### src/hdl/wds_pkg.sv
/*
 Constants, register map and state types for the watchdog with sleep entry.
 Assumes a single 50 MHz system clock and an 8-bit register port.
*/
`default_nettype none

package wds_pkg;

   ////////////////////////////////////////////////////////////////////////
   // Register port
   localparam int          ADDR_W         = 8;
   localparam int          DATA_W         = 8;
   localparam logic [7:0]  ADDR_WDCTL     = 8'h00;
   localparam logic [7:0]  ADDR_OPTION    = 8'h01;
   localparam logic [7:0]  ADDR_STATUS    = 8'h02;
   localparam logic [7:0]  ADDR_IRQ_STAT  = 8'h03;
   localparam logic [7:0]  ADDR_IRQ_CLR   = 8'h04;
   localparam logic [7:0]  ADDR_IRQ_EN    = 8'h05;

   ////////////////////////////////////////////////////////////////////////
   // Watchdog control fields and reset values
   localparam int          CTL_EN_BIT     = 0;
   localparam int          CTL_PS_LSB     = 1;
   localparam int          CTL_PS_MSB     = 4;
   localparam logic [3:0]  PS_RESET       = 4'h4;
   localparam logic [3:0]  PS_LAST_LEGAL  = 4'hB;
   localparam logic        SW_EN_RESET    = 1'b0;
   localparam logic [7:0]  OPTION_RESET   = 8'hFF;

   // Status layout
   localparam int          STAT_PD_BIT    = 0;
   localparam int          STAT_TO_BIT    = 1;
   localparam int          STAT_SLP_BIT   = 2;

   // Interrupt events
   localparam int          IRQ_N          = 3;
   localparam int          IRQ_RESET_BIT  = 0;
   localparam int          IRQ_WAKE_BIT   = 1;
   localparam int          IRQ_SLEEP_BIT  = 2;

   ////////////////////////////////////////////////////////////////////////
   // Time base
   localparam int          LF_OSC_KHZ     = 31;
   localparam int          NOMINAL_MS     = 17;
   localparam int          CNT_W          = 17;
   localparam logic [16:0] PRESCALE_MIN   = 17'h0_0020;

   ////////////////////////////////////////////////////////////////////////
   // Types
   typedef enum logic [1:0]
   {
      WDS_RUN   = 2'h0,
      WDS_SLEEP = 2'h1,
      WDS_OST   = 2'h3
   } wds_state_type;

   typedef enum logic [2:0]
   {
      WDS_CLK_LOW_POWER_XTAL = 3'h0,
      WDS_CLK_STANDARD_XTAL  = 3'h1,
      WDS_CLK_HIGH_SPEED     = 3'h2,
      WDS_CLK_EXTERNAL_RC    = 3'h3,
      WDS_CLK_INTERNAL_OSC   = 3'h4,
      WDS_CLK_EXTERNAL_INPUT = 3'h5,
      WDS_CLK_TIMER1_OSC     = 3'h6
   } wds_clk_mode_type;

endpackage

`default_nettype wire

### src/hdl/wds_counter.sv
/*
 Prescaled watchdog counter, synchronous to mclk_in, advanced by low-frequency ticks.
 Assumes tick_in is a one-cycle pulse on the system clock.
*/
`default_nettype none

module wds_counter
(
   // Clock and reset
   input  wire logic        mclk_in,
   input  wire logic        rst_in,
   input  wire logic        ce_in,
   // Control
   input  wire logic        clear_in,
   input  wire logic        tick_in,
   input  wire logic [3:0]  period_in,
   // Result
   output logic      [16:0] count_out,
   output logic             expired_out
);

   typedef struct packed
   {
      logic [16:0] cnt;
      logic        expired;
   } wds_cnt_state_type;

   wds_cnt_state_type q;
   wds_cnt_state_type d;
   logic [3:0]        ps;
   logic [16:0]       last;

   always_comb
   begin
      // Reserved codes run at the longest rate
      ps = (period_in > wds_pkg::PS_LAST_LEGAL) ?
           wds_pkg::PS_LAST_LEGAL : period_in;
      last = (wds_pkg::PRESCALE_MIN << ps) - 17'h0_0001;
      d = q;
      d.expired = 1'b0;
      if (clear_in)
      begin
         d.cnt = 17'h0_0000;
      end
      else if (tick_in)
      begin
         if (q.cnt == last)
         begin
            d.cnt     = 17'h0_0000;
            d.expired = 1'b1;
         end
         else
         begin
            d.cnt = q.cnt + 17'h0_0001;
         end
      end
   end

   always_ff @(posedge mclk_in)
   begin
      if (rst_in)
      begin
         q <= '0;
      end
      else if (ce_in)
      begin
         q <= d;
      end
   end

   assign count_out   = q.cnt;
   assign expired_out = q.expired;

endmodule

`default_nettype wire

### src/hdl/wds_top.sv
/*
 Watchdog timer with sleep entry, wake and I/O hold, plus register port.
 Assumes core strobes are one-cycle pulses on mclk_in; the low-frequency
 oscillator and master clear pin are asynchronous and synchronised here.
*/
// Decided for this implementation: the plain strobed port and the address map.
//
// Overview of operation
// - Counter cleared: disabled, clear, fail, sleep exit
// - Crystal modes hold counter until startup done
// - Configuration enable forces watchdog on
// - Time base is 31 kHz oscillator
// - Power-down only through sleep instruction
// - Sleep entry clears counter, keeps counting
// - Sleep entry clears power-down, sets time-out
// - Main oscillator driver off while asleep
// - I/O drive state frozen during sleep
// - Watchdog reset never drives master clear
// - Watchdog expiry clears time-out flag
`default_nettype none

module wds_top
(
   // Clock, reset, enable
   input  wire logic        mclk_in,
   input  wire logic        rst_in,
   input  wire logic        ce_in,
   // Register port
   input  wire logic [7:0]  addr_in,
   input  wire logic [7:0]  wdata_in,
   input  wire logic        wr_in,
   input  wire logic        rd_in,
   output logic      [7:0]  rdata_out,
   // Core events
   input  wire logic        config_watchdog_enable_in,
   input  wire logic        clear_watchdog_instruction_in,
   input  wire logic        sleep_instruction_in,
   input  wire logic        osc_fail_in,
   input  wire logic        wake_request_in,
   input  wire logic [2:0]  clk_mode_in,
   input  wire logic        oscillator_startup_timer_done_in,
   // Pins
   input  wire logic        low_freq_internal_osc_in,
   input  wire logic        master_clear_pin_n_in,
   // I/O drive from the port logic
   input  wire logic [7:0]  io_val_in,
   input  wire logic [7:0]  io_oe_in,
   // Outputs
   output logic      [7:0]  io_val_out,
   output logic      [7:0]  io_oe_out,
   output logic             osc_driver_en_out,
   output logic             sleeping_out,
   output logic             system_reset_out,
   output logic             irq_out
);

   ////////////////////////////////////////////////////////////////////////
   // State

   typedef struct packed
   {
      wds_pkg::wds_state_type st;
      logic [3:0]             period;
      logic                   sw_en;
      logic [7:0]             option;
      logic                   pd;
      logic                   to;
      logic [2:0]             irq_st;
      logic [2:0]             irq_en;
      logic [7:0]             rdata;
      logic [7:0]             io_val;
      logic [7:0]             io_oe;
      logic                   rst_pulse;
      logic [2:0]             lf_sync;
      logic [1:0]             master_clear_pin_sync;
   } wds_top_state_type;

   wds_top_state_type q;
   wds_top_state_type d;

   logic        lf_tick;
   logic        master_clear_pin_low;
   logic        wdt_en;
   logic        crystal;
   logic        sleep_go;
   logic        timeout;
   logic        wake;
   logic        cnt_clear;
   logic        expired;
   logic [16:0] cnt;

   ////////////////////////////////////////////////////////////////////////
   // Counter

   wds_counter u_counter
   (
      .mclk_in     (mclk_in),
      .rst_in      (rst_in),
      .ce_in       (ce_in),
      .clear_in    (cnt_clear),
      .tick_in     (lf_tick),
      .period_in   (q.period),
      .count_out   (cnt),
      .expired_out (expired)
   );

   ////////////////////////////////////////////////////////////////////////
   // Next state

   always_comb
   begin
      d = q;

      // Pin synchronisers
      d.lf_sync   = {q.lf_sync[1:0], low_freq_internal_osc_in};
      d.master_clear_pin_sync = {q.master_clear_pin_sync[0], master_clear_pin_n_in};
      lf_tick  = q.lf_sync[1] & ~q.lf_sync[2];
      // master clear low means external reset
      master_clear_pin_low = ~q.master_clear_pin_sync[1];

      wdt_en  = config_watchdog_enable_in | q.sw_en;
      crystal = (clk_mode_in == wds_pkg::WDS_CLK_LOW_POWER_XTAL) |
                (clk_mode_in == wds_pkg::WDS_CLK_STANDARD_XTAL) |
                (clk_mode_in == wds_pkg::WDS_CLK_HIGH_SPEED);
      timeout = expired & wdt_en & (q.st != wds_pkg::WDS_OST);
      // only the sleep instruction enters power-down
      sleep_go = (q.st == wds_pkg::WDS_RUN) & sleep_instruction_in &
                 ~master_clear_pin_low & ~timeout;
      wake     = (q.st == wds_pkg::WDS_SLEEP) &
                 (wake_request_in | timeout);

      // cleared on sleep entry, then counts on
      cnt_clear = ~wdt_en | clear_watchdog_instruction_in | osc_fail_in |
                  sleep_go | wake | (q.st == wds_pkg::WDS_OST) | master_clear_pin_low;

      // Read data stand for one cycle only
      d.rdata     = 8'h00;
      d.rst_pulse = 1'b0;

      if (rd_in)
      begin
         case (addr_in)
            // upper control bits read as zero
            wds_pkg::ADDR_WDCTL:
               d.rdata = {3'h0, q.period, q.sw_en};
            wds_pkg::ADDR_OPTION:
               d.rdata = q.option;
            wds_pkg::ADDR_STATUS:
               d.rdata = {5'h00, q.st == wds_pkg::WDS_SLEEP, q.to, q.pd};
            wds_pkg::ADDR_IRQ_STAT:
               d.rdata = {5'h00, q.irq_st};
            wds_pkg::ADDR_IRQ_EN:
               d.rdata = {5'h00, q.irq_en};
            default:
               d.rdata = 8'h00;
         endcase
      end

      if (wr_in)
      begin
         case (addr_in)
            wds_pkg::ADDR_WDCTL:
            begin
               d.period =
                  wdata_in[wds_pkg::CTL_PS_MSB:wds_pkg::CTL_PS_LSB];
               d.sw_en  = wdata_in[wds_pkg::CTL_EN_BIT];
            end
            wds_pkg::ADDR_OPTION:
               d.option = wdata_in;
            wds_pkg::ADDR_IRQ_CLR:
               d.irq_st = q.irq_st & ~wdata_in[2:0];
            wds_pkg::ADDR_IRQ_EN:
               d.irq_en = wdata_in[2:0];
            default:
               d.irq_en = d.irq_en;
         endcase
      end

      // port drive follows core until asleep
      if (q.st != wds_pkg::WDS_SLEEP)
      begin
         d.io_val = io_val_in;
         d.io_oe  = io_oe_in;
      end

      if (clear_watchdog_instruction_in &&
          (q.st == wds_pkg::WDS_RUN))
      begin
         d.pd = 1'b1;
         d.to = 1'b1;
      end

      case (q.st)
         wds_pkg::WDS_RUN:
         begin
            if (timeout)
            begin
               d.rst_pulse = 1'b1;
               d.to        = 1'b0;
               d.irq_st[wds_pkg::IRQ_RESET_BIT] = 1'b1;
            end
            else if (sleep_go)
            begin
               d.st = wds_pkg::WDS_SLEEP;
               d.pd = 1'b0;
               d.to = 1'b1;
               d.irq_st[wds_pkg::IRQ_SLEEP_BIT] = 1'b1;
            end
         end
         wds_pkg::WDS_SLEEP:
         begin
            if (wake)
            begin
               // crystal modes wait for startup count
               d.st = crystal ? wds_pkg::WDS_OST : wds_pkg::WDS_RUN;
               if (timeout)
               begin
                  // expiry in sleep wakes, no reset
                  d.to = 1'b0;
                  d.irq_st[wds_pkg::IRQ_WAKE_BIT] = 1'b1;
               end
            end
         end
         wds_pkg::WDS_OST:
         begin
            if (oscillator_startup_timer_done_in)
            begin
               d.st = wds_pkg::WDS_RUN;
            end
         end
         default:
            d.st = wds_pkg::WDS_RUN;
      endcase

      // Any reset restores the control register
      if (master_clear_pin_low || d.rst_pulse)
      begin
         d.period = wds_pkg::PS_RESET;
         d.sw_en  = wds_pkg::SW_EN_RESET;
      end
      if (master_clear_pin_low)
      begin
         d.st = wds_pkg::WDS_RUN;
      end
   end

   always_ff @(posedge mclk_in)
   begin
      if (rst_in)
      begin
         q           <= '0;
         q.st        <= wds_pkg::WDS_RUN;
         q.period    <= wds_pkg::PS_RESET;
         q.sw_en     <= wds_pkg::SW_EN_RESET;
         q.option    <= wds_pkg::OPTION_RESET;
         q.pd        <= 1'b1;
         q.to        <= 1'b1;
         q.master_clear_pin_sync <= 2'h3;
      end
      else if (ce_in)
      begin
         q <= d;
      end
   end

   ////////////////////////////////////////////////////////////////////////
   // Outputs

   assign rdata_out         = q.rdata;
   assign io_val_out        = q.io_val;
   assign io_oe_out         = q.io_oe;
   assign osc_driver_en_out = (q.st != wds_pkg::WDS_SLEEP);
   assign sleeping_out      = (q.st == wds_pkg::WDS_SLEEP);
   // watchdog pulse or synchronised master clear, pin is input
   assign system_reset_out  = q.rst_pulse | ~q.master_clear_pin_sync[1];
   assign irq_out           = |(q.irq_st & q.irq_en);
endmodule

`default_nettype wire

### config.mk
export PLATFORM = sky130hd
export DESIGN_NAME = wds_top
export DESIGN_NICKNAME = d
export VERILOG_FILES = /design/src/hdl/wds_pkg.sv /design/src/hdl/wds_counter.sv /design/src/hdl/wds_top.sv
export SDC_FILE = /design/constraint.sdc
export NUM_CORES = 1
export LEC_CHECK = 0
export ABC_CLOCK_PERIOD_IN_PS = 3900
export CORE_ASPECT_RATIO = 0.75
export CORE_MARGIN = 2
export CORE_UTILIZATION = 40
export CTS_CLUSTER_DIAMETER = 150
export DETAILED_ROUTE_END_ITERATION = 12
export DONT_BUFFER_PORTS = 1
export PLACE_DENSITY = 0.62
export SETUP_SLACK_MARGIN = 0.2
export SLEW_MARGIN = 30
export SYNTH_ARGS = -nofsm -noshare
export SYNTH_HDL_FRONTEND = slang
export SYNTH_SLANG_ARGS = --single-unit
### constraint.sdc
create_clock -name mclk_in -period 3.9 [get_ports mclk_in]
set_input_delay 0.195 -clock mclk_in [delete_from_list [all_inputs] [get_ports mclk_in]]
set_output_delay 0.195 -clock mclk_in [all_outputs]
set_load 0.1 [all_outputs]
Yosys cells after proc, flatten, opt, wreduce, memory -nomap -nowiden
Cells that the tools add are included.
{"block": "totals", "mem_bits_rw": 0, "mem_bits_ro": 0, "word_cells": 115, "reg_bits": 71, "n_memories": 0, "output_inout_bits": 28, "latch_bits": 0}
{"block": "op_classes", "bitwise_logic": 25, "n_reduce_logical": 15, "mul": 0, "mux": 39, "eq_ne": 16, "div_mod_pow": 0, "addsub": 2, "n_lt_le_gt_ge": 1, "shifts": 1}
{"operator": "case mux 8 bit (5 select lines)", "count": 1}
{"operator": "two-way mux 17 bit", "count": 2}
{"operator": "two-way mux 18 bit", "count": 1}
{"operator": "adder 17 x 1 -> 17 bit (second input constant)", "count": 1}
{"operator": "equality test 17 bit", "count": 1}
{"operator": "left shift 6 x 4 -> 17 bit (first input constant)", "count": 1}
{"operator": "subtractor 17 x 1 -> 17 bit (second input constant)", "count": 1}
{"operator": "equality test 8 x 2 -> 1 bit (second input constant)", "count": 2}
{"operator": "equality test 8 x 3 -> 1 bit (second input constant)", "count": 2}
{"operator": "two-way mux 1 bit", "count": 16}
{"operator": "two-way mux 8 bit", "count": 2}
{"operator": "two-way mux 2 bit", "count": 7}
{"operator": "two-way mux 13 bit", "count": 1}
{"operator": "OR 1 bit", "count": 11}
{"operator": "two-way mux 5 bit", "count": 2}
{"operator": "two-way mux 3 bit", "count": 3}
{"operator": "inequality test 3 bit (second input constant)", "count": 3}
{"operator": "AND reduction 3 bit", "count": 3}
{"operator": "equality test 8 x 1 -> 1 bit (second input constant)", "count": 1}
{"operator": "zero test 8 bit", "count": 1}
{"operator": "bitwise AND 1 bit", "count": 7}
{"operator": "bitwise AND 3 bit", "count": 2}
{"operator": "two-way mux 6 bit", "count": 1}
{"operator": "case mux 2 bit (3 select lines)", "count": 1}
{"operator": "20 further kinds", "count": 26}

Depth between registers and ports, before layout
Gate-level depths: netlist (run 1).
{"block": "logic_depth", "word_depth": 11, "ltp_mapped": 13, "mapped_depth_nobuf": 9}

Cells and area by module
From an unflattened synthesis (run 1), not the netlist that was laid out.
{"block": "unflattened", "hier_cells": 472, "area_unflattened_um2": 3923.8}
{"mod": "wds_top", "instances": 1, "area_each_um2": 2575.0, "cells_each": 303}
{"mod": "wds_counter", "instances": 1, "area_each_um2": 1348.8, "cells_each": 169}

Least setup slack after synthesis (run 1)
OpenSTA, ideal clock, no wires.
{"block": "synth_path", "path_kind": "register to register", "start": "register q[52] (netlist name)", "end": "register q[51] (netlist name)", "arrival_ps": 3051, "path_stages_with_launch": 9, "setup_ps": 133, "path_slack_ps": 716, "period_less_slack_ps": 3184, "required_time_ps": 3767, "cell_sequence": "dfxtp_1 > clkbuf_1 > nand2b_1 > inv_1 > nand2_1 > nor2_1 > a211oi_1 > nor3b_1 > nor3_1"}
{"item": "start, declared", "line_no": "wds_top.sv:78", "text": "wds_top_state_type q;"}
{"item": "equality test 2 x 1 -> 1 bit *"}
{"item": "net sleeping_out", "line_no": "wds_top.sv:52", "text": "output logic sleeping_out,"}
{"item": "bitwise AND 1 bit", "line_no": "wds_top.sv:129", "text": "wake = (q.st == wds_pkg::WDS_SLEEP) &"}
{"item": "inequality test 3 x 2 -> 1 bit (no line)"}
{"item": "AND reduction 5 bit (no line)"}
The timed path passes the listed nets; every way through them passes the cells marked *.
A chain may end at the register's enable or synchronous reset.

Final worst setup path (run 1)
{"block": "layout_path", "start": "register q[48] (netlist name)", "end": "register u_counter.q (netlist bit u_counter.count_out[1])"}
{"block": "layout_between", "elab_chain_cells": 8}
{"item": "> comparator 4 bit", "line_no": "wds_counter.sv:36", "text": "ps = (period_in > wds_pkg::PS_LAST_LEGAL) ?"}
{"item": "two-way mux 4 bit *", "line_no": "wds_counter.sv:36"}
{"item": "left shift 6 x 4 -> 17 bit *", "line_no": "wds_counter.sv:38", "text": "last = (wds_pkg::PRESCALE_MIN << ps) - 17'h0_0001;"}
{"item": "subtractor 17 x 1 -> 17 bit *", "line_no": "wds_counter.sv:38"}
{"item": "equality test 17 bit *", "line_no": "wds_counter.sv:47", "text": "if (q.cnt == last)"}
{"item": "two-way mux 17 bit *", "line_no": "wds_counter.sv:47"}
{"item": "two-way mux 18 bit *", "line_no": "wds_counter.sv:45", "text": "else if (tick_in)"}
{"item": "two-way mux 17 bit *", "line_no": "wds_counter.sv:41", "text": "if (clear_in)"}
{"item": "end signal, assigned", "line_no": "wds_counter.sv:63", "text": "q <= '0;"}
{"item": "end signal, assigned", "line_no": "wds_counter.sv:67", "text": "q <= d;"}
{"item": "end, declared", "line_no": "wds_counter.sv:28", "text": "wds_cnt_state_type q;"}
Every way passes the cells marked *; elsewhere a longest branch is shown, timed or not. The select of a mux whose other input is x is not followed.

==> results.cfg, run 1 <==
[synthesis]
post_synth_main_area_contributors = dfxtp_1, nand2_1, buf_4, a21oi_1, mux2i_1
synth_sequential_area_ratio_pct = 36.0
synth-async-reset-ratio_pct = 0
yosysWarnings = 0
synth-compound-area-share_pct = 21.0
postSynthRegisterBits = 71
synth.mux.area_fraction_pct = 5.71
synthFlopType = dfxtp_1
synthesis.area_um2 = 3950
synthDominantCellAreaShare_pct = 36.0
synthAdderAreaFrac_pct = 0.634
synth_edf_count = 0
syn-mean-instance-area_um2 = 7.86
syn-instance-count = 502
synthDistinctLibCells = 58
synth_top_area_cell = dfxtp_1
main_combinational_cell_family_by_area_after_synthesis = simple AND/OR/NAND/NOR gates
post_synth_xor_area_fraction_pct = 2.44
synthesis.nets = 552
post_synth_and_or_nand_nor_area_fraction_pct = 24.2

[power]
share_comb_of_total_power_pct = 7.2
clkPwrFrac_pct = 45.6
leakage_uw = 0.00150
swShare_pct = 27.7
power.net_switching_uw = 491
p_int_uw = 1280
peakVddDrop_uv = 217
power.density_nw_per_um2 = 407
sequential_share_of_power_pct = 47.2

[critical_path]
crit_path_end_kind = flip-flop
path_cells = nor2_1 -> nand3_1 -> ha_1 -> nor3b_1 -> or4_1 -> a311oi_1 -> o2111ai_1 -> buf_4 -> or3_1 -> a32o_1
critical_path_required_ps = 4110
start_kind = flip-flop
depth_of_the_worst_register_to_register_path = 10
crit_buf_inv = 1
cp_data_arrival_time_ps = 3580
regToRegStartpoint = q[48]$_SDFFE_PP0P_
timing.critical_path.slowest_stage_cell = dfxtp_1
critical_path_start_end_classification = reg -> reg
timing.critical_path.fanout_max = 14
r2r_setup_slack_ps = 540
critical_path.max_stage_delay_ps = 590
cp_top_family = simple AND/OR/NAND/NOR gates
crit-reg2reg-capture = u_counter.count_out[1]$_SDFFE_PP0P_

[grt]
grt_first_pass_wirelength_um = 16600
grt-ovfl-total = 0
initial_antenna_violation_count = 0
first_global_vias = 3321
grt_use_total_pct = 18.9
pin_count_of_the_biggest_net_entering_global_routing = 39

[drt]
drt-initial-drc-count = 261
wl_met3_um = 746
highest_signal_layer_in_the_routed_design = met4
postRouteAntennaNets = 0
totalWireLength_um = 9840
via_count = 3530
detailroute.wirelength.met2_um = 4270
via_per_inst = 5.73
drt-pass1-iter-count = 5
wl_per_cell_um = 16.0
route.layer.met1.wl_um = 4680
detail_route.drc_violations = 0

[clock_tree]
cts_setup_buffers = 0
clk-insertion-delay-late_ps = 330
cts_tree = done
clock_path_buffers = 2
cts_made_buffers = 9
clock-root-buffer = clkbuf_16
cts_num_sinks = 71
cts_htree_levels = 3
clkSlewWorstSetupHoldPaths_ps = 60

[die]
fp.coreArea_um2 = 9620
start_util_pct = 41.0
core.rowCount = 31
pin_count = 76
die_width_um = 119
fp.dieArea_um2 = 10700
chipHeight_um = 90.0

[layout]
post_route_cells_drive_above_1_share_pct = 8.06
finish.utilization_pct = 45.4
design.final.nets = 530
seqCellArea_um2 = 1420
count_of_filler_cells_inserted_in_the_layout = 978
stdcell_count = 616
antenna-diode-count = 0
areaGrowthSynthToFinish_pct = 10.6
area_of_the_multi_input_gates_um2 = 2130
finish.instance_area_um2 = 4360

[placement]
dp_cells = 578
place_hpwl_um = 6850
gpl.final_weighted_congestion = 0.922
post_dp_cell_area_um2 = 3830
port_buffers = 0

[sta]
setup_viol_count_final = 0
slew_viol_final = 0
max_freq_mhz = 297
timing.slew.headroom_pct = 32.5
hold_ws_ps = 9.21
hold_violations = 0
timing.final.crit_share_pct = 86.3
unrepaired_setup_endpoints_after_global_routing = no
skew_ps = 8.72
tightest_slew_ps = 1020
total_negative_slack_for_setup_checks_ps = 0
period_minus_slack_ps = 3360

[status]
outcome = finished, final reports clean

[min_path]
cell_count_of_the_worst_hold_path = 2
worst_hold_path_type = in -> reg
hold_path_startpoint = ce_in
worst_hold_path.endpoint = d[1]$_SDFFE_PP1P_

[flow_run]
maximum_capacitance_violations = 0
## cell usage after synthesis (3+ instances only)
master / instances
a21oi_1: 36
nor2b_1: 8
nand2_1: 79
o31ai_1: 3
o21ai_0: 9
or3_1: 8
o311a_1: 3
nor3_1: 10
buf_2: 4
nor3b_1: 3
nand4_1: 6
a22oi_1: 11
dfxtp_1: 71
mux2_2: 4
xnor2_1: 9
o311ai_0: 9
mux2i_1: 18
a22o_1: 6
o211ai_1: 13
buf_4: 25
nand2b_1: 9
inv_1: 13
o22ai_1: 3
nor4_1: 6
nand3_1: 13
nor2_1: 48
a2111oi_0: 6
clkbuf_1: 32
## routing by layer
layer	up-vias	GRT usage [%]
li1	1724	-
met1	1655	26.6
met2	139	27.6
met3	12	5.08
met4	0	7.04
met5	-	0
## sequential cells by signal (all words and copies together) (netlist names)
register and count:
q 26, u_counter.count_out 17, io_oe_out 8, io_val_out 8, rdata_out 8, d 3, u_counter.expired_out 1
## cells by family (layout without fill, tap and decap cells)
logic type | Yosys count | count (layout)
and+or+nand+nor | 201 | 201
AOI/OAI and AO/OA | 118 | 118
buffers and inverters | 77 | 59
DFF | 71 | 71
muxes | 22 | 22
xor gates and xnor gates | 11 | 11
adders and majority gates | 2 | 2
## worst max path at each step
stage	from	depth (start not counted)	endpoint	slack, ps
5_1_grt	q[48]$_SDFFE_PP0P_	10	u_counter.count_out[1]$_SDFFE_PP0P_	360
3_5_place_dp	q[49]$_SDFFE_PP1P_	10	u_counter.count_out[1]$_SDFFE_PP0P_	510
3_3_place_gp	q[49]$_SDFFE_PP1P_	10	u_counter.count_out[1]$_SDFFE_PP0P_	670
2_1_floorplan	q[52]$_SDFFE_PP0P_	8	q[51]$_SDFFE_PP0P_	720
6_report	q[48]$_SDFFE_PP0P_	10	u_counter.count_out[1]$_SDFFE_PP0P_	540
4_1_cts	q[49]$_SDFFE_PP1P_	10	u_counter.count_out[1]$_SDFFE_PP0P_	490
## cells in the final DEF (no fill, tap or decap), types with 10 or more instances in the layout
| master | instances |
|---|---|
| nand2_1 | 79 |
| nor3_1 | 10 |
| a21oi_1 | 36 |
| inv_1 | 13 |
| nor2_1 | 48 |
| dlygate4sd3_1 | 22 |
| a22oi_1 | 11 |
| nand3_1 | 13 |
| dfxtp_1 | 70 |
| mux2i_1 | 18 |
| o211ai_1 | 13 |
## worst register-to-register path, stage by stage, from the launching register on
cell	delay, ps
dfxtp_1	590
nor2_1	170
nand3_1	120
ha_1	330
nor3b_1	110
or4_1	480
a311oi_1	290
o2111ai_1	270
buf_4	270
or3_1	340
a32o_1	270
## final cells by class
class / instances / share of cell area [%]
clock buffers: 9 / 5.16
clock inverters: 6 / 1.63
well taps: 132 / 3.78
repair buffers: 31 / 6.88
inverters: 13 / 1.12
multi-input cells: 354 / 48.8
flip-flops and latches: 71 / 32.6
## power by group through the flow
stage	registers, uW	clock network, uW	logic [uW]
after floorplan	765	0	198
after global placement	854	0	96.9
after detailed placement	854	0	99.7
after CTS	839	827	127
after global routing	841	861	141
final	839	810	127
## stage by stage
| step | setup slack, ps | power, uW |
|---|---|---|
| finish | 535 | 1780 |
| CTS | 492 | 1790 |
| detailed placement | 509 | 954 |
| global route | 361 | 1840 |
| floorplan | 716 | 963 |
| global placement | 666 | 951 |
## repair_timing
item                                    CTS  global route
endpoints found under the setup margin    0             1
resized for setup                         0             1
hold buffers                             23             0
hold endpoints to repair                 51             0
Note: power is estimated with default switching activity, not from simulation.
==> inputs of run 2 (changes only) <==
--- a/config.mk
+++ b/config.mk
@@ -6,6 +6,7 @@
 export NUM_CORES = 1
 export LEC_CHECK = 0
 export ABC_CLOCK_PERIOD_IN_PS = 3900
+export CAP_MARGIN = 20
 export CORE_ASPECT_RATIO = 0.75
 export CORE_MARGIN = 2
 export CORE_UTILIZATION = 40
@@ -13,8 +14,8 @@
 export DETAILED_ROUTE_END_ITERATION = 12
 export DONT_BUFFER_PORTS = 1
 export PLACE_DENSITY = 0.62
+export RECOVER_POWER = 100
 export SETUP_SLACK_MARGIN = 0.2
-export SLEW_MARGIN = 30
 export SYNTH_ARGS = -nofsm -noshare
 export SYNTH_HDL_FRONTEND = slang
 export SYNTH_SLANG_ARGS = --single-unit
==> run 2 against run 1 <==
Compared with the run above:
- the run now ends with capacitance limit, slew limit left
- sequential power about the same
- via count down 0.14%
- first-iteration DRC count up 7.3%
- count of clock-buffer cells in the layout unchanged
- sequential share of layout area up 0.32 points
- die area unchanged
- final cell count unchanged
- combinational power about the same
- clock power about the same
- flip-flop and latch count unchanged
- clock skew up 0.80 ps
- utilization down 0.44 points
==> results.cfg, run 2 (synthesis gave the netlist of run 1 again) <==
[power]
power.density_nw_per_um2 = 410
leakage_uw = 0.00148
peakVddDrop_uv = 216

[grt]
initial_antenna_violation_count = 0
grt_first_pass_wirelength_um = 16600
grt-ovfl-total = 0
grt_use_total_pct = 18.9
pin_count_of_the_biggest_net_entering_global_routing = 39
first_global_vias = 3321

[sta]
hold_violations = 0
total_negative_slack_for_setup_checks_ps = 0
setup_viol_count_final = 0
timing.slew.headroom_pct = -39.1
timing.final.crit_share_pct = 87.4
period_minus_slack_ps = 3410
postLayoutSetupSlackWorst_ps = 493
tightest_slew_ps = 2070
unrepaired_setup_endpoints_after_global_routing = no
max_freq_mhz = 294
slew_viol_final = 9
skew_ps = 9.53

[placement]
place_hpwl_um = 6850
port_buffers = 0
pre_cts_slack_ps = 509
gpl.final_weighted_congestion = 0.922

[die]
core.rowCount = 31
die_width_um = 119
start_util_pct = 41.0
fp.coreArea_um2 = 9620
fp.dieArea_um2 = 10700
chipHeight_um = 90.0
pin_count = 76

[layout]
antenna-diode-count = 0
design.final.nets = 530
final_cell_mix = nand2_1, dfxtp_1, nor2_1
largest_reg_flops = 26
max_flop_register = q
count_of_filler_cells_inserted_in_the_layout = 990
areaGrowthSynthToFinish_pct = 9.48
post_route_cells_drive_above_1_share_pct = 6.40
area_of_the_multi_input_gates_um2 = 2100
layout_commonest_cell = nand2_1
seqCellArea_um2 = 1420

[status]
outcome = finished, violations left
failed_checks = capacitance limit, slew limit

[drt]
wl_per_cell_um = 16.0
drt-initial-drc-count = 280
via_count = 3525
postRouteAntennaNets = 0
via_per_inst = 5.72
detail_route.drc_violations = 0
drt-pass1-iter-count = 5
totalWireLength_um = 9830

[critical_path]
cp_top_family = compound AO/OA/AOI/OAI gates
cp_data_arrival_time_ps = 3600
crit_buf_inv = 2
critical_path_required_ps = 4090
path_cells = nor2_1 -> nand3_1 -> ha_1 -> nor3b_1 -> or4_1 -> a311oi_1 -> o2111ai_1 -> buf_4 -> o31ai_1 -> clkbuf_1 -> o211ai_1
critical_path_start_end_classification = reg -> reg
critical_path.max_stage_delay_ps = 590
timing.critical_path.fanout_max = 14
crit_path_end_kind = flip-flop
start_kind = flip-flop
timing.critical_path.slowest_stage_cell = dfxtp_1

[clock_tree]
clock_path_buffers = 2
cts_made_buffers = 9
clkSlewWorstSetupHoldPaths_ps = 60
cts_htree_levels = 3
cts_setup_buffers = 0
clk-insertion-delay-late_ps = 330
clock-root-buffer = clkbuf_16
cts_num_sinks = 71
cts_tree = done

[min_path]
worst_hold_path_type = in -> reg

[flow_run]
maximum_capacitance_violations = 1
-- run 2: through the flow --
| step | area, um2 | hold WS (ps) | power, uW | std cells | util (%) |
|---|---|---|---|---|---|
| 6_report | 4320 | 10.7 | 1770 | 616 | 44.9 |
| 5_1_grt | 4320 | 19.8 | 1840 | 616 | 44.9 |
| 4_1_cts | 4360 | 0.959 | 1790 | 616 | 45.4 |
| 3_5_place_dp | 3830 | 270 | 954 | 578 | 39.8 |
| 3_3_place_gp | 3830 | 268 | 951 | 578 | 39.8 |
| 2_1_floorplan | 3950 | 321 | 963 | 502 | - |
-- run 2: worst register-to-register path: stages, from the launching register on --
cell	delay (ps)
dfxtp_1	590
nor2_1	170
nand3_1	120
ha_1	330
nor3b_1	110
or4_1	480
a311oi_1	290
o2111ai_1	270
buf_4	270
o31ai_1	260
clkbuf_1	260
o211ai_1	130
-- run 2: where the power goes --
| group | total [uW] | leakage [uW] | internal (uW) | switching [uW] |
|---|---|---|---|---|
| Clock | 810 | 0.000138 | 495 | 315 |
| Combinational | 125 | 0.000768 | 45.4 | 79.8 |
| Sequential | 838 | 0.000576 | 742 | 96.3 |
-- run 2: area by class of cell --
cell class / instances / area share (%)
Clock buffer: 9 / 5.21
Clock inverter: 6 / 1.65
Inverter: 13 / 1.13
Multi-Input combinational cell: 354 / 48.7
Sequential cell: 71 / 32.9
Tap cell: 132 / 3.82
Timing Repair Buffer: 31 / 6.60
-- run 2: worst paths after layout --
kind / cells after the start / to / slack, ps / start
max: 11 / u_counter.count_out[10]$_SDFFE_PP0P_ / 490 / q[48]$_SDFFE_PP0P_
max reg2reg: 11 / u_counter.count_out[10]$_SDFFE_PP0P_ / 490 / q[48]$_SDFFE_PP0P_
min: 2 / d[1]$_SDFFE_PP1P_ / 10 / ce_in
min reg2reg: 2 / q[41]$_SDFFE_PP1P_ / 470 / q[41]$_SDFFE_PP1P_
-- run 2: per-layer routing --
| metal | share of wire [%] | vias to the layer above | global-route usage, % |
|---|---|---|---|
| met4 | 1.3 | 0 | 7.04 |
| li1 | - | 1720 | - |
| met2 | 43 | 138 | 27.6 |
| met1 | 49 | 1653 | 26.6 |
| met5 | 0 | - | 0 |
| met3 | 7.2 | 14 | 5.08 |
-- run 2: repair_timing --
item	in CTS	in global routing
hold buffers	23	0
endpoints found under the setup margin	0	1
gates resized for setup	0	1
endpoints found under the hold margin	51	0
==> inputs of run 3 (changes only) <==
--- a/config.mk
+++ b/config.mk
@@ -7,13 +7,15 @@
 export LEC_CHECK = 0
 export ABC_CLOCK_PERIOD_IN_PS = 3900
 export CAP_MARGIN = 20
+export CELL_PAD_IN_SITES_DETAIL_PLACEMENT = 0
+export CELL_PAD_IN_SITES_GLOBAL_PLACEMENT = 1
 export CORE_ASPECT_RATIO = 0.75
 export CORE_MARGIN = 2
 export CORE_UTILIZATION = 40
 export CTS_CLUSTER_DIAMETER = 150
 export DETAILED_ROUTE_END_ITERATION = 12
 export DONT_BUFFER_PORTS = 1
-export PLACE_DENSITY = 0.62
+export PLACE_DENSITY = 0.78
 export RECOVER_POWER = 100
 export SETUP_SLACK_MARGIN = 0.2
 export SYNTH_ARGS = -nofsm -noshare
==> run 3 against run 2 <==
Compared with the run above:
- the run still ends with capacitance limit, slew limit left
- register-to-register slack better by 60 ps
- non-clock buffer count is 4 higher
- highest routed layer unchanged
- sequential share of layout area fell by 0.29 points
- first-iteration DRC count fell by 1.8%
- power decreased by 1.8%
- flip-flop and latch count is the same
- hold slack improved by 5.1 ps
- sequential power about the same
- worst setup slack better by 56 ps
- largest power group unchanged
- via count rose by 1.3%
==> results.cfg, run 3 (synthesis gave the netlist of run 1 again) <==
[clock_tree]
clock_path_buffers = 2
clock-root-buffer = clkbuf_16
cts_made_buffers = 9
clk-insertion-delay-late_ps = 330
cts_tree = done
cts_num_sinks = 71
cts_setup_buffers = 0
holdBufCountCts = 27
post_cts_resized = 0
clkSlewWorstSetupHoldPaths_ps = 60
cts_htree_levels = 3

[sta]
timing.final.crit_share_pct = 85.9
total_negative_slack_for_setup_checks_ps = 0
max_freq_mhz = 298
setup_viol_count_final = 0
tightest_slew_ps = 1990
unrepaired_setup_endpoints_after_global_routing = no
timing.slew.headroom_pct = -33.6
skew_ps = 3.92
slew_viol_final = 9
period_minus_slack_ps = 3350
hold_violations = 0

[layout]
final_cell_mix = nand2_1, dfxtp_1, nor2_1
seqCellArea_um2 = 1420
largest_reg_flops = 26
post_route_cells_drive_above_1_share_pct = 6.95
area_of_the_multi_input_gates_um2 = 2100
finish.instance_area_um2 = 4360
antenna-diode-count = 0
design.final.nets = 534
areaGrowthSynthToFinish_pct = 10.4
max_flop_register = q
layout_commonest_cell = nand2_1
count_of_filler_cells_inserted_in_the_layout = 979

[power]
power.density_nw_per_um2 = 400
power.net_switching_uw = 501
sequential_share_of_power_pct = 48.1
leakage_uw = 0.00151
swShare_pct = 28.8
peakVddDrop_uv = 245
share_comb_of_total_power_pct = 7.5
clkPwrFrac_pct = 44.4
p_int_uw = 1240
p_total_uw = 1740

[die]
pin_count = 76
core.rowCount = 31
fp.dieArea_um2 = 10700
die_width_um = 119
fp.coreArea_um2 = 9620
start_util_pct = 41.0
chipHeight_um = 90.0

[drt]
wl_per_cell_um = 16.9
drt-initial-drc-count = 275
postRouteAntennaNets = 0
drt-pass1-iter-count = 5
detail_route.drc_violations = 0
totalWireLength_um = 10500
via_count = 3570
via_per_inst = 5.75

[status]
outcome = finished, violations left
failed_checks = capacitance limit, slew limit

[critical_path]
crit-reg2reg-capture = u_counter.count_out[9]$_SDFFE_PP0P_
critical_path_required_ps = 4100
crit_path_end_kind = flip-flop
r2r_setup_slack_ps = 550
timing.critical_path.fanout_max = 17
start_kind = flip-flop
regToRegStartpoint = q[49]$_SDFFE_PP1P_
depth_of_the_worst_register_to_register_path = 11
cp_data_arrival_time_ps = 3550
critical_path_start_end_classification = reg -> reg

[grt]
grt_use_total_pct = 19.9
initial_antenna_violation_count = 0
grt_first_pass_wirelength_um = 17200
pin_count_of_the_biggest_net_entering_global_routing = 39
grt-ovfl-total = 0
use_met3_pct = 6.92
gr-usage-met1_pct = 28.1
grt_most_used_layer = met1
global_route.usage.met2_pct = 28.1
first_global_vias = 3319

[placement]
post_dp_cell_area_um2 = 3830
gpl.final_weighted_congestion = 0.814
port_buffers = 0
place_hpwl_um = 7060

[min_path]
hold_path_startpoint = wdata_in[0]
cell_count_of_the_worst_hold_path = 2
worst_hold_path_type = in -> reg
worst_hold_path.endpoint = q[30]$_SDFFE_PP0P_

[flow_run]
maximum_capacitance_violations = 1
[run 3: cell types whose count changed in the layout (fill, tap and decap cells not counted), sizes merged]
cell	change
inv	+1
bufinv	-1
buf	+3
dlygate4sd3	+4
clkbuf	-2
[run 3: layer usage]
layer	share of wire, %	wire length (um)
met3	9.6	1000
met4	1.3	132
met2	41	4340
met1	48	4990
met5	0	0
[run 3: through the flow]
step                setup slack [ps]  util, %  hold WS (ps)  cells
finish                           549     45.3          15.8    621
global route                     242     45.3        0.0155    621
CTS                              663     45.6         0.224    621
detailed placement               693     39.8           274    578
global placement                 769     39.8           271    578
floorplan                        716        -           321    502
[run 3: worst max path at each step]
| stage | endpoint | from | cells after the start | slack, ps |
|---|---|---|---|---|
| after floorplan | q[51]$_SDFFE_PP0P_ | q[52]$_SDFFE_PP0P_ | 8 | 720 |
| after global placement | u_counter.count_out[1]$_SDFFE_PP0P_ | q[49]$_SDFFE_PP1P_ | 10 | 770 |
| after detailed placement | u_counter.count_out[1]$_SDFFE_PP0P_ | q[49]$_SDFFE_PP1P_ | 10 | 690 |
| after CTS | u_counter.count_out[1]$_SDFFE_PP0P_ | q[49]$_SDFFE_PP1P_ | 10 | 660 |
| after global routing | u_counter.count_out[9]$_SDFFE_PP0P_ | q[49]$_SDFFE_PP1P_ | 11 | 240 |
| final | u_counter.count_out[9]$_SDFFE_PP0P_ | q[49]$_SDFFE_PP1P_ | 11 | 550 |
[run 3: cell type report]
type,count,area share [%]
repair buffers,35,7.73
well taps,132,3.79
multi-input cells,354,48.3
inverters,13,1.12
clock inverters,6,0.976
flip-flops and latches,71,32.6
clock buffers,10,5.49
[run 3: power groups by stage]
| stage | logic (uW) | clock network, uW | registers (uW) |
|---|---|---|---|
| floorplan | 198 | 0 | 765 |
| global placement | 96.1 | 0 | 853 |
| detailed placement | 99.0 | 0 | 854 |
| CTS | 130 | 796 | 838 |
| global route | 142 | 825 | 840 |
| finish | 130 | 774 | 838 |
[run 3: critical path, cell delays in order, from the launching register on]
cell and delay (ps):
dfxtp_1 650, inv_1 210, nand3_1 120, ha_1 310, nor3b_1 110, or4_1 500
a311oi_1 270, o2111ai_1 150, buf_4 220, o31ai_1 340, buf_4 220, o211ai_1 100
